### src/ddr_burst_pkg.sv
// Package of constants and types shared by both ends of the burst SRAM link.
package ddr_burst_pkg;

  // ***************************************************************
  // Geometry
  // ***************************************************************
  localparam int WORD_W  = 18;
  localparam int LANES   = 2;
  localparam int LANE_W  = 9;
  localparam int ADDR_W  = 8;
  localparam int BURST   = 2;

  // ***************************************************************
  // Timing
  // ***************************************************************
  localparam int CLK_PERIOD_NS  = 10;
  localparam int LINK_PERIOD_NS = 125;
  localparam int LINK_DIV       = LINK_PERIOD_NS / CLK_PERIOD_NS / 2;
  localparam int ZQ_PERIOD      = 1024;
  localparam int LAT_PLL        = 2;
  localparam int LAT_LEGACY     = 1;
  localparam int TURN_IDLES     = 2;
  localparam int FIFO_DEPTH     = 16;

  // ***************************************************************
  // Controller states
  // ***************************************************************
  typedef enum logic [1:0] {
    CTL_IDLE = 2'b00,
    CTL_WR0  = 2'b01,
    CTL_WR1  = 2'b11,
    CTL_TURN = 2'b10
  } ctl_state_type;

endpackage : ddr_burst_pkg

### src/ddr_burst_if.sv
// Interface joining the memory device and the memory controller.
`timescale 1ns/1ps
interface ddr_burst_if;
  logic                               kp;
  logic                               kn;
  logic                               transfer_select_n;
  logic                               rw_sel;
  logic [ddr_burst_pkg::ADDR_W-1:0]   addr;
  logic [ddr_burst_pkg::LANES-1:0]    byte_lane_select_n;
  logic [ddr_burst_pkg::WORD_W-1:0]   dq_ctl;
  logic                               dq_ctl_oe;
  logic [ddr_burst_pkg::WORD_W-1:0]   dq_mem;
  logic                               dq_mem_oe;
  logic                               echo_out_pos;
  logic                               echo_out_neg;
  logic                               output_valid_flag;
  logic                               pll_bypass_n;

  modport mem (
    input  kp, kn, transfer_select_n, rw_sel, addr, byte_lane_select_n,
    input  dq_ctl, dq_ctl_oe, pll_bypass_n,
    output dq_mem, dq_mem_oe, echo_out_pos, echo_out_neg, output_valid_flag
  );
  modport ctl (
    output kp, kn, transfer_select_n, rw_sel, addr, byte_lane_select_n,
    output dq_ctl, dq_ctl_oe, pll_bypass_n,
    input  dq_mem, dq_mem_oe, echo_out_pos, echo_out_neg, output_valid_flag
  );
endinterface : ddr_burst_if

### src/ddr_burst_fifo.sv
// Parameterised valid/ready FIFO for controller read and write requests.
`timescale 1ns/1ps
module ddr_burst_fifo #(
  parameter int WIDTH = 8,
  parameter int DEPTH = ddr_burst_pkg::FIFO_DEPTH
) (
  // Clock and reset.
  input  wire logic             i_clk,
  input  wire logic             i_rstn,
  input  wire logic             i_ce,
  // Fill side.
  input  wire logic             i_valid,
  output logic                  o_ready,
  input  wire logic [WIDTH-1:0] i_data,
  // Drain side.
  output logic                  o_valid,
  input  wire logic             i_ready,
  output logic [WIDTH-1:0]      o_data
);
  localparam int PW = $clog2(DEPTH);
  logic [WIDTH-1:0] mem [DEPTH];
  logic [PW:0]      wp;
  logic [PW:0]      rp;
  logic             push;
  logic             pop;

  assign o_ready = (wp - rp) != (PW+1)'(DEPTH);
  assign o_valid = wp != rp;
  assign o_data  = mem[rp[PW-1:0]];
  assign push    = i_ce && i_valid && o_ready;
  assign pop     = i_ce && o_valid && i_ready;

  always_ff @(posedge i_clk or negedge i_rstn)
  begin
    if (!i_rstn)
    begin
      wp <= '0;
      rp <= '0;
    end
    else
    begin
      if (push)
        wp <= wp + (PW+1)'(1);
      if (pop)
        rp <= rp + (PW+1)'(1);
    end
  end

  always_ff @(posedge i_clk)
  begin
    if (push)
      mem[wp[PW-1:0]] <= i_data;
  end
endmodule : ddr_burst_fifo

### src/ddr_burst_ctl.sv
// Controller end: makes link clocks, issues bursts, collects read data.
`timescale 1ns/1ps
module ddr_burst_ctl (
  // Clock and reset.
  input  wire logic                                i_clk,
  input  wire logic                                i_rstn,
  input  wire logic                                i_ce,
  // Mode.
  input  wire logic                                i_pll_on,
  // Request.
  input  wire logic                                i_req_valid,
  output logic                                     o_req_ready,
  input  wire logic                                i_req_write,
  input  wire logic [ddr_burst_pkg::ADDR_W-1:0]    i_req_addr,
  input  wire logic [2*ddr_burst_pkg::WORD_W-1:0]  i_req_data,
  input  wire logic [2*ddr_burst_pkg::LANES-1:0]   i_req_sel_n,
  // Read answer.
  output logic                                     o_rd_valid,
  output logic [ddr_burst_pkg::WORD_W-1:0]         o_rd_data,
  // Link.
  ddr_burst_if.ctl                                 bus
);
  localparam int W  = ddr_burst_pkg::WORD_W;
  localparam int A  = ddr_burst_pkg::ADDR_W;
  localparam int N  = ddr_burst_pkg::LANES;
  localparam int FW = 1 + A + 2*W + 2*N;

  typedef struct packed {
    logic [3:0]                  div;
    logic                        kp;
    ddr_burst_pkg::ctl_state_type fsm;
    logic [1:0]                  idle;
    logic                        last_rd;
    logic                        ld_n;
    logic                        rw;
    logic [A-1:0]                a;
    logic [2*W-1:0]              wd;
    logic [2*N-1:0]              wm;
    logic                        w1_pend;
    logic [W-1:0]                w1_d;
    logic [N-1:0]                w1_m;
    logic [W-1:0]                dq;
    logic [N-1:0]                sel_n;
    logic                        oe;
    logic [1:0]                  vs;
    logic [1:0]                  es;
    logic [1:0]                  ns;
    logic                        e_d;
    logic                        n_d;
    logic                        rv;
    logic [W-1:0]                rd;
  } ctl_state_type;

  ctl_state_type   st;
  ctl_state_type   next_st;
  logic            f_valid;
  logic            f_ready;
  logic [FW-1:0]   f_data;
  logic            kp_edge;

  ddr_burst_fifo #(.WIDTH(FW), .DEPTH(ddr_burst_pkg::FIFO_DEPTH)) u_fifo (
    .i_clk   (i_clk),
    .i_rstn  (i_rstn),
    .i_ce    (i_ce),
    .i_valid (i_req_valid),
    .o_ready (o_req_ready),
    .i_data  ({i_req_write, i_req_addr, i_req_data, i_req_sel_n}),
    .o_valid (f_valid),
    .i_ready (f_ready),
    .o_data  (f_data)
  );

  // ***************************************************************
  // Sequencing
  // ***************************************************************
  assign kp_edge = st.div == 4'(ddr_burst_pkg::LINK_DIV - 1) && !st.kp;

  always_comb
  begin
    logic wr;
    wr      = f_data[FW-1];
    next_st = st;
    f_ready = 1'b0;
    next_st.div = st.div + 4'd1;
    if (st.div == 4'(ddr_burst_pkg::LINK_DIV - 1))
    begin
      next_st.div = '0;
      next_st.kp  = !st.kp;
    end
    if (kp_edge)
    begin
      next_st.ld_n = 1'b1;
      next_st.oe   = st.fsm == ddr_burst_pkg::CTL_WR0;
      if (st.fsm == ddr_burst_pkg::CTL_WR0)
      begin
        // Second word is kept apart, as a pipelined load reuses wd.
        next_st.dq      = st.wd[2*W-1:W];
        next_st.sel_n   = st.wm[2*N-1:N];
        next_st.w1_pend = 1'b1;
        next_st.w1_d    = st.wd[W-1:0];
        next_st.w1_m    = st.wm[N-1:0];
      end
      next_st.fsm = (st.fsm == ddr_burst_pkg::CTL_WR0) ?
                    ddr_burst_pkg::CTL_WR1 : ddr_burst_pkg::CTL_IDLE;
      if (st.idle != 2'd0)
        next_st.idle = st.idle - 2'd1;
      if (f_valid && !(wr && st.last_rd && st.idle != 2'd0))
      begin
        f_ready      = 1'b1;
        next_st.ld_n = 1'b0;
        next_st.rw   = !wr;
        next_st.a    = f_data[FW-2 -: A];
        next_st.wd   = f_data[2*N +: 2*W];
        next_st.wm   = f_data[2*N-1:0];
        next_st.last_rd = !wr;
        if (wr)
          next_st.fsm = ddr_burst_pkg::CTL_WR0;
        else
          next_st.idle = 2'(ddr_burst_pkg::TURN_IDLES + 1);
      end
    end
    if (st.div == 4'(ddr_burst_pkg::LINK_DIV - 1) && st.kp && st.w1_pend)
    begin
      next_st.dq      = st.w1_d;
      next_st.sel_n   = st.w1_m;
      next_st.w1_pend = 1'b0;
    end
    next_st.es  = {st.es[0], bus.echo_out_pos};
    next_st.ns  = {st.ns[0], bus.echo_out_neg};
    next_st.vs  = {st.vs[0], bus.output_valid_flag};
    next_st.e_d = st.es[1];
    next_st.n_d = st.ns[1];
    next_st.rv  = 1'b0;
    if (((st.es[1] && !st.e_d) || (st.ns[1] && !st.n_d)) && bus.dq_mem_oe)
    begin
      next_st.rv = 1'b1;
      next_st.rd = bus.dq_mem;
    end
  end

  always_ff @(posedge i_clk or negedge i_rstn)
  begin
    if (!i_rstn)
    begin
      st      <= '0;
      st.ld_n <= 1'b1;
    end
    else if (i_ce)
      st <= next_st;
  end

  assign bus.kp                 = st.kp;
  assign bus.kn                 = !st.kp;
  assign bus.transfer_select_n  = st.ld_n;
  assign bus.rw_sel             = st.rw;
  assign bus.addr               = st.a;
  assign bus.byte_lane_select_n = st.sel_n;
  assign bus.dq_ctl             = st.dq;
  assign bus.dq_ctl_oe          = st.oe;
  assign bus.pll_bypass_n       = i_pll_on;
  assign o_rd_valid             = st.rv;
  assign o_rd_data              = st.rd;

endmodule : ddr_burst_ctl

### src/flat_wrapper.sv
// flat-port wrapper written by rule: the top's interface ports become plain ports
module ddr_burst_ctl_flat 
  (i_clk, i_rstn, i_ce, i_pll_on, i_req_valid, o_req_ready, i_req_write, i_req_addr, i_req_data, i_req_sel_n, o_rd_valid, o_rd_data, bus_kp, bus_kn, bus_transfer_select_n, bus_rw_sel, bus_addr, bus_byte_lane_select_n, bus_dq_ctl, bus_dq_ctl_oe, bus_pll_bypass_n, bus_dq_mem, bus_dq_mem_oe, bus_echo_out_pos, bus_echo_out_neg, bus_output_valid_flag);
  ddr_burst_if bus_i ();
  input  wire logic i_clk;
  input  wire logic i_rstn;
  input  wire logic i_ce;
  input  wire logic i_pll_on;
  input  wire logic i_req_valid;
  output logic o_req_ready;
  input  wire logic i_req_write;
  input  wire logic [ddr_burst_pkg::ADDR_W-1:0] i_req_addr;
  input  wire logic [2*ddr_burst_pkg::WORD_W-1:0] i_req_data;
  input  wire logic [2*ddr_burst_pkg::LANES-1:0] i_req_sel_n;
  output logic o_rd_valid;
  output logic [ddr_burst_pkg::WORD_W-1:0] o_rd_data;
  output wire logic [$bits(bus_i.kp)-1:0] bus_kp;
  output wire logic [$bits(bus_i.kn)-1:0] bus_kn;
  output wire logic [$bits(bus_i.transfer_select_n)-1:0] bus_transfer_select_n;
  output wire logic [$bits(bus_i.rw_sel)-1:0] bus_rw_sel;
  output wire logic [$bits(bus_i.addr)-1:0] bus_addr;
  output wire logic [$bits(bus_i.byte_lane_select_n)-1:0] bus_byte_lane_select_n;
  output wire logic [$bits(bus_i.dq_ctl)-1:0] bus_dq_ctl;
  output wire logic [$bits(bus_i.dq_ctl_oe)-1:0] bus_dq_ctl_oe;
  output wire logic [$bits(bus_i.pll_bypass_n)-1:0] bus_pll_bypass_n;
  input wire logic [$bits(bus_i.dq_mem)-1:0] bus_dq_mem;
  input wire logic [$bits(bus_i.dq_mem_oe)-1:0] bus_dq_mem_oe;
  input wire logic [$bits(bus_i.echo_out_pos)-1:0] bus_echo_out_pos;
  input wire logic [$bits(bus_i.echo_out_neg)-1:0] bus_echo_out_neg;
  input wire logic [$bits(bus_i.output_valid_flag)-1:0] bus_output_valid_flag;
  assign bus_kp = bus_i.kp;
  assign bus_kn = bus_i.kn;
  assign bus_transfer_select_n = bus_i.transfer_select_n;
  assign bus_rw_sel = bus_i.rw_sel;
  assign bus_addr = bus_i.addr;
  assign bus_byte_lane_select_n = bus_i.byte_lane_select_n;
  assign bus_dq_ctl = bus_i.dq_ctl;
  assign bus_dq_ctl_oe = bus_i.dq_ctl_oe;
  assign bus_pll_bypass_n = bus_i.pll_bypass_n;
  assign bus_i.dq_mem = bus_dq_mem;
  assign bus_i.dq_mem_oe = bus_dq_mem_oe;
  assign bus_i.echo_out_pos = bus_echo_out_pos;
  assign bus_i.echo_out_neg = bus_echo_out_neg;
  assign bus_i.output_valid_flag = bus_output_valid_flag;
  ddr_burst_ctl u_core (.i_clk(i_clk), .i_rstn(i_rstn), .i_ce(i_ce), .i_pll_on(i_pll_on), .i_req_valid(i_req_valid), .o_req_ready(o_req_ready), .i_req_write(i_req_write), .i_req_addr(i_req_addr), .i_req_data(i_req_data), .i_req_sel_n(i_req_sel_n), .o_rd_valid(o_rd_valid), .o_rd_data(o_rd_data), .bus(bus_i));
endmodule
### config.mk
export PLATFORM = sky130hd
export DESIGN_NAME = ddr_burst_ctl_flat
export DESIGN_NICKNAME = d
export VERILOG_FILES = /design/src/ddr_burst_pkg.sv /design/src/ddr_burst_if.sv /design/src/ddr_burst_fifo.sv /design/src/ddr_burst_ctl.sv /design/src/flat_wrapper.sv
export SDC_FILE = /design/constraint.sdc
export NUM_CORES = 1
export LEC_CHECK = 0
export BUFFER_PORTS_ARGS = -buffer_cell sky130_fd_sc_hd__buf_2
export CAP_MARGIN = 20
export CORE_AREA = 2 2 263 330
export CTS_CLUSTER_SIZE = 25
export DETAILED_ROUTE_END_ITERATION = 8
export DIE_AREA = 0 0 265 332
export PLACE_DENSITY = 0.64
export RECOVER_POWER = 25
export SYNTH_ARGS = -nofsm -noshare
export SYNTH_HDL_FRONTEND = slang
export SYNTH_SLANG_ARGS = --single-unit
### constraint.sdc
create_clock -name i_clk -period 8.75 [get_ports i_clk]
set_input_delay 1.3125 -clock i_clk [delete_from_list [all_inputs] [get_ports i_clk]]
set_output_delay 1.3125 -clock i_clk [all_outputs]
set_load 0.05 [all_outputs]
Word-level counts from Yosys, hierarchy flattened
Memory sizes are Yosys's and may differ from the RTL's.
Index checks and enable logic that the tools add are counted.
Widths: inputs -> output; s select.

cells by class
  reductions and logical operators = 28
  add/subtract/negate cells = 5
  mux-type cells = 15
  equal/unequal tests = 4

operators by type and width
  kind                 number
  $mux 55              1
  $mux 42              1
  $mux 41              1
  $mux 20              1
  $mux 19              1
  $logic_and 1x1->1    13
  $add 5x1->5 const B  2
  $reduce_and 3->1     3
  $mux 2               4
  $reduce_and 2->1     3
  $reduce_bool 2->1    3
  $logic_not 1->1      5
  $mux 1               5
  $mux 5               1
  $ne 5x5->1           1
  $ne 5x5->1 const B   1
  $sub 5x5->5          1
  $add 4x1->4 const B  1
  $eq 4x3->1 const B   1
  $eq 2x1->1 const B   1
  $sub 2x1->2 const B  1
  $logic_or 1x1->1     1

word-level totals
  RAM bits = 784
  output and inout port bits = 54
  register bits = 136
  memories kept = 1
  word-level logic and storage cells = 76
  input port bits = 76

memory list
  memory             depth  width  read ports  clocked after memory_dff  wr ports  line                  source
  u_core.u_fifo.mem  16     49     1           0                         1         ddr_burst_fifo.sv:21  logic [WIDTH-1:0] mem [DEPTH];

Longest topological paths before layout
An unclocked memory read counts as a cell.

  depth in word-level cells = 8
  mapped depth = 13
  mapped depth without buffers = 8

Modules after synthesis
A second synthesis with hierarchy kept.

second synthesis, totals
  cell total of the unflattened synthesis = 1823
  area, all modules = 35938.2 sq um

by module, submodules not included
  module          times used  sequential area each (sq um)  cells an instance  area each (sq um)
  ddr_burst_fifo  1           23792.8                       1448               30609.4
  ddr_burst_ctl   1           3154.3                        375                5328.9

Worst setup path after synthesis
Ideal clock, no wire load.

  path type = register to register
  start = register u_core.u_fifo.rp[2]
  end = memory u_core.u_fifo.mem[0][0] (netlist bit), enable pin
  buffers on the path = 5
  setup slack = 3.711 ns
  required time = 8.294 ns
  arrival = 4.583 ns
  setup time = 0.456 ns
  cell stages (with the launch flop) = 13
  period minus slack after synthesis = 5.039 ns
  path through = dfrtp_1 > buf_2 > buf_4 > inv_2 > buf_2 > buf_2 > ha_1 > o21a_1 > o211ai_1 > a211o_1 > buf_2 > nand2_1 > nor2_1

between the ends
  word-level cells in the longest chain between the ends = 5

ends and longest elaborated chain
  what                          line                  source
  from (decl)                   ddr_burst_fifo.sv:23  logic [PW:0] rp;
  from (signal assigned)        ddr_burst_fifo.sv:45  rp <= rp + (PW+1)'(1);
  $sub 5x5->5                   ddr_burst_fifo.sv:27  assign o_ready = (wp - rp) != (PW+1)'(DEPTH);
  $ne 5x5->1                    ddr_burst_fifo.sv:27
  named net o_req_ready         flat_wrapper.sv:10    output logic o_req_ready;
  $logic_and 1x1->1             ddr_burst_fifo.sv:30  assign push = i_ce && i_valid && o_ready;
  $mux 1                        ddr_burst_fifo.sv:51  if (push)
  $mux 1 (not written as such)  ddr_burst_fifo.sv:52  mem[wp[PW-1:0]] <= i_data;
  to (decl)                     ddr_burst_fifo.sv:21

The timed path passes the listed nets, and every way through them passes these cells.

Final worst setup path
  start = register u_core.u_fifo.rp[1]
  end = output o_req_ready

between the ends
  word-level cells in the longest chain between the ends = 2

ends and longest elaborated chain
  what         line
  $sub 5x5->5  ddr_burst_fifo.sv:27
  $ne 5x5->1   ddr_burst_fifo.sv:27
  to (decl)    flat_wrapper.sv:10

No other way between the ends.

==> flow_metrics.tcl <==
set metrics [dict create \
    grt_usage_pct 17.4 \
    clk_pin_slew_ps 60 \
    rsz0062_at_grt "no" \
    syn_inst 1586 \
    synth_seq_cells 920 \
    relSlewSlack_pct 26.1 \
    clock_skew_ps 20.0 \
    drt_iter0_drc 1396 \
    grt_pass1_vias 16600 \
    multi_input_area_um2 7760 \
    arrival_ps 3740 \
    vias 15900 \
    clk_latency_ps 640 \
    yosys_warnings 0 \
    post-dp-hpwl_mm 38.1 \
    syn_area_per_cell_um2 22.3 \
    area_delta_synth_final_pct 11.8 \
    totalNegativeSetupSlack_ps 0 \
    grt_overflow 0 \
    max-vdd-ir-drop_mv 0.176 \
    place.gp.congestion 0.761 \
    final_cell_mix "edfxtp_1, mux4_2, dfrtp_1" \
    regArea_um2 27000 \
    detail_route.vias_per_cell 5.54 \
    hp-class "reg2reg" \
    postCtsSetupBuffers 0 \
    place_area_um2 37000 \
    n_fill_cell 6979 \
    grt_antenna_before_repair 12 \
    synth_fp_nets 1671 \
    path_max_fanout 56 \
    die_y_um 332 \
    drc 0 \
    ys_seq_area_share_pct 76.1 \
    die_area_um2 88000 \
    ioPinCount 130 \
    setup_viol 0 \
    timing.final.ws_setup_ps 3700 \
    die_w_um 265 \
    drt_wl_total_mm 76.3 \
    port_buffers 126 \
    final_common_cell "edfxtp_1" \
    fmax_ghz 0.198 \
    critPathCaptureType "output port" \
    grt_pass1_wl_mm 111 \
    fin_crit_sh_pct 57.8 \
    fin_area_um2 39600 \
    drtPass1Iterations 7 \
    finalHoldViolCount 0 \
    drive_gt1_share_pct 33.2 \
    async_flop_share_pct 14.8 \
    synth_flop_cell "edfxtp_1" \
    clk_path_buf_depth 3 \
    start_util_pct 41.7 \
    post_cts_resized 0 \
    synth_enable_flop_cells 784 \
    coreArea_um2 85000 \
    yosysUniqueCellTypes 44 \
    synth.cell_area_um2 35400 \
    cp-start-kind "register" \
    wire_per_inst_um 26.5 \
    worstPathRequired_ps 7440 \
    dp_cells 2714 \
    p_leak_uw 0.0131 \
    grt_max_degree 143 \
    postRouteAntennaNets 0 \
    htree_levels 3 \
    path_class "reg2out" \
    hold_buffers 0 \
    cap_viol_max_count 0 \
    status "complete, no violations" \
    rows 120 \
    cts_buffers 82 \
    final_max_slew_viol_count 0 \
    nets 1786 \
    powerDensity_nw_per_um2 295 \
    cts-root-buf "clkbuf_16" \
    tightest_slew_ps 1110 \
    hold_slack_ps 469 \
    min_period_ps 5050 \
    place_ws_ps 4020 \
    finalNonFillerCells 2874 \
    cts_tree "built" \
    cts_sinks 920 \
]
-- logic make-up (layout without fill, tap and decap cells) --
family / Yosys count / in the layout / share of synthesized area, %
DFF: 920 / 920 / 76.1
muxes: 341 / 341 / 18.4
buffers and inverters: 134 / 318 / 2.36
and+or+nand+nor: 124 / 124 / 1.60
AOI/OAI and AO/OA: 47 / 47 / 0.933
xor gates and xnor gates: 11 / 11 / 0.272
adders and majority gates: 9 / 9 / 0.318
other: 0 / 6 / 0
-- state kept, by name (all words and copies together), names as in the netlist --
name	flops
u_core.bus.addr	8
u_core.o_rd_valid	1
u_core.bus.dq_ctl_oe	1
u_core.u_fifo.wp	5
u_core.next_st	4
u_core.bus.byte_lane_select_n	2
u_core.bus.kp	1
u_core.bus.dq_ctl	18
u_core.u_fifo.rp	5
u_core.st	72
u_core.bus.transfer_select_n	1
u_core.o_rd_data	18
u_core.u_fifo.mem	784
-- worst paths after layout --
path                                             from                       end  slack (ps)  cells after the start
worst max-delay path              u_core.u_fifo.rp[1]               o_req_ready        3700                      7
worst min-delay path            u_core.bus.dq_ctl[11]     u_core.bus.dq_ctl[11]         470                      2
worst max register to register    u_core.u_fifo.rp[1]  u_core.u_fifo.mem[4][25]        4070                      9
worst min register to register  u_core.bus.dq_ctl[11]     u_core.bus.dq_ctl[11]         470                      2
max in group asynchronous                      i_rstn       u_core.u_fifo.rp[0]        6510                      2
min in group asynchronous                      i_rstn       u_core.u_fifo.wp[0]         730                      1
-- per-layer routing --
layer	part of all wire, %	up-vias	track usage [%]
met3	6.3	126	3.14
met2	50	529	29.1
met5	0.077	-	0
met1	40	8547	22.9
met4	2.9	10	6.52
li1	-	6716	-
-- per-stage QoR --
step	util, %	total power, µW
2_1_floorplan	-	7680
3_3_place_gp	43.5	8210
3_5_place_dp	43.5	8280
4_1_cts	46.6	11800
5_1_grt	46.6	12100
6_report	46.6	11700
-- Yosys cell counts, drive strengths merged (2+ instances only) --
library cell	instances	area, µm²
nor3	4	25.0
buf	87	658
or2	2	12.5
mux2	92	1040
nand3	8	40.0
nor3b	2	15.0
xor2	4	35.0
clkbuf	35	131
or4	3	22.5
nor2b	7	43.8
inv	12	45.0
edfxtp	784	23500
mux2i	9	90.1
nand4	4	25.0
xnor2	7	61.3
a22oi	22	165
o21a	2	15.0
dfrtp	135	3380
and3	4	25.0
nor2	24	97.6
ha	9	113
nand2	63	236
o22ai	3	25.0
mux4	240	5410
a21o	3	22.5
o21ai	10	50.1
o31ai	3	22.5
-- critical path, cell delays in order (launching register included) --
cell	delay [ps]
dfrtp_4	1050
inv_1	230
ha_1	350
nor2b_1	130
o21a_1	170
or4_1	480
a211o_1	410
buf_2	270
-- power by group --
part | switching, µW | total [µW] | internal [µW]
clock | 1570 | 3550 | 1980
sequential | 338 | 5560 | 5220
combinational | 1350 | 2570 | 1220
-- cell type report --
class | instances | share of cell area, %
clock buffer | 108 | 5.63
tap | 1098 | 3.47
clock inverter | 45 | 1.03
inverter | 12 | 0.120
multi-input combinational | 532 | 19.6
antenna | 6 | 0.0379
sequential | 920 | 68.0
timing repair buffer | 153 | 2.08
Power figures use the tool's default switching activity.
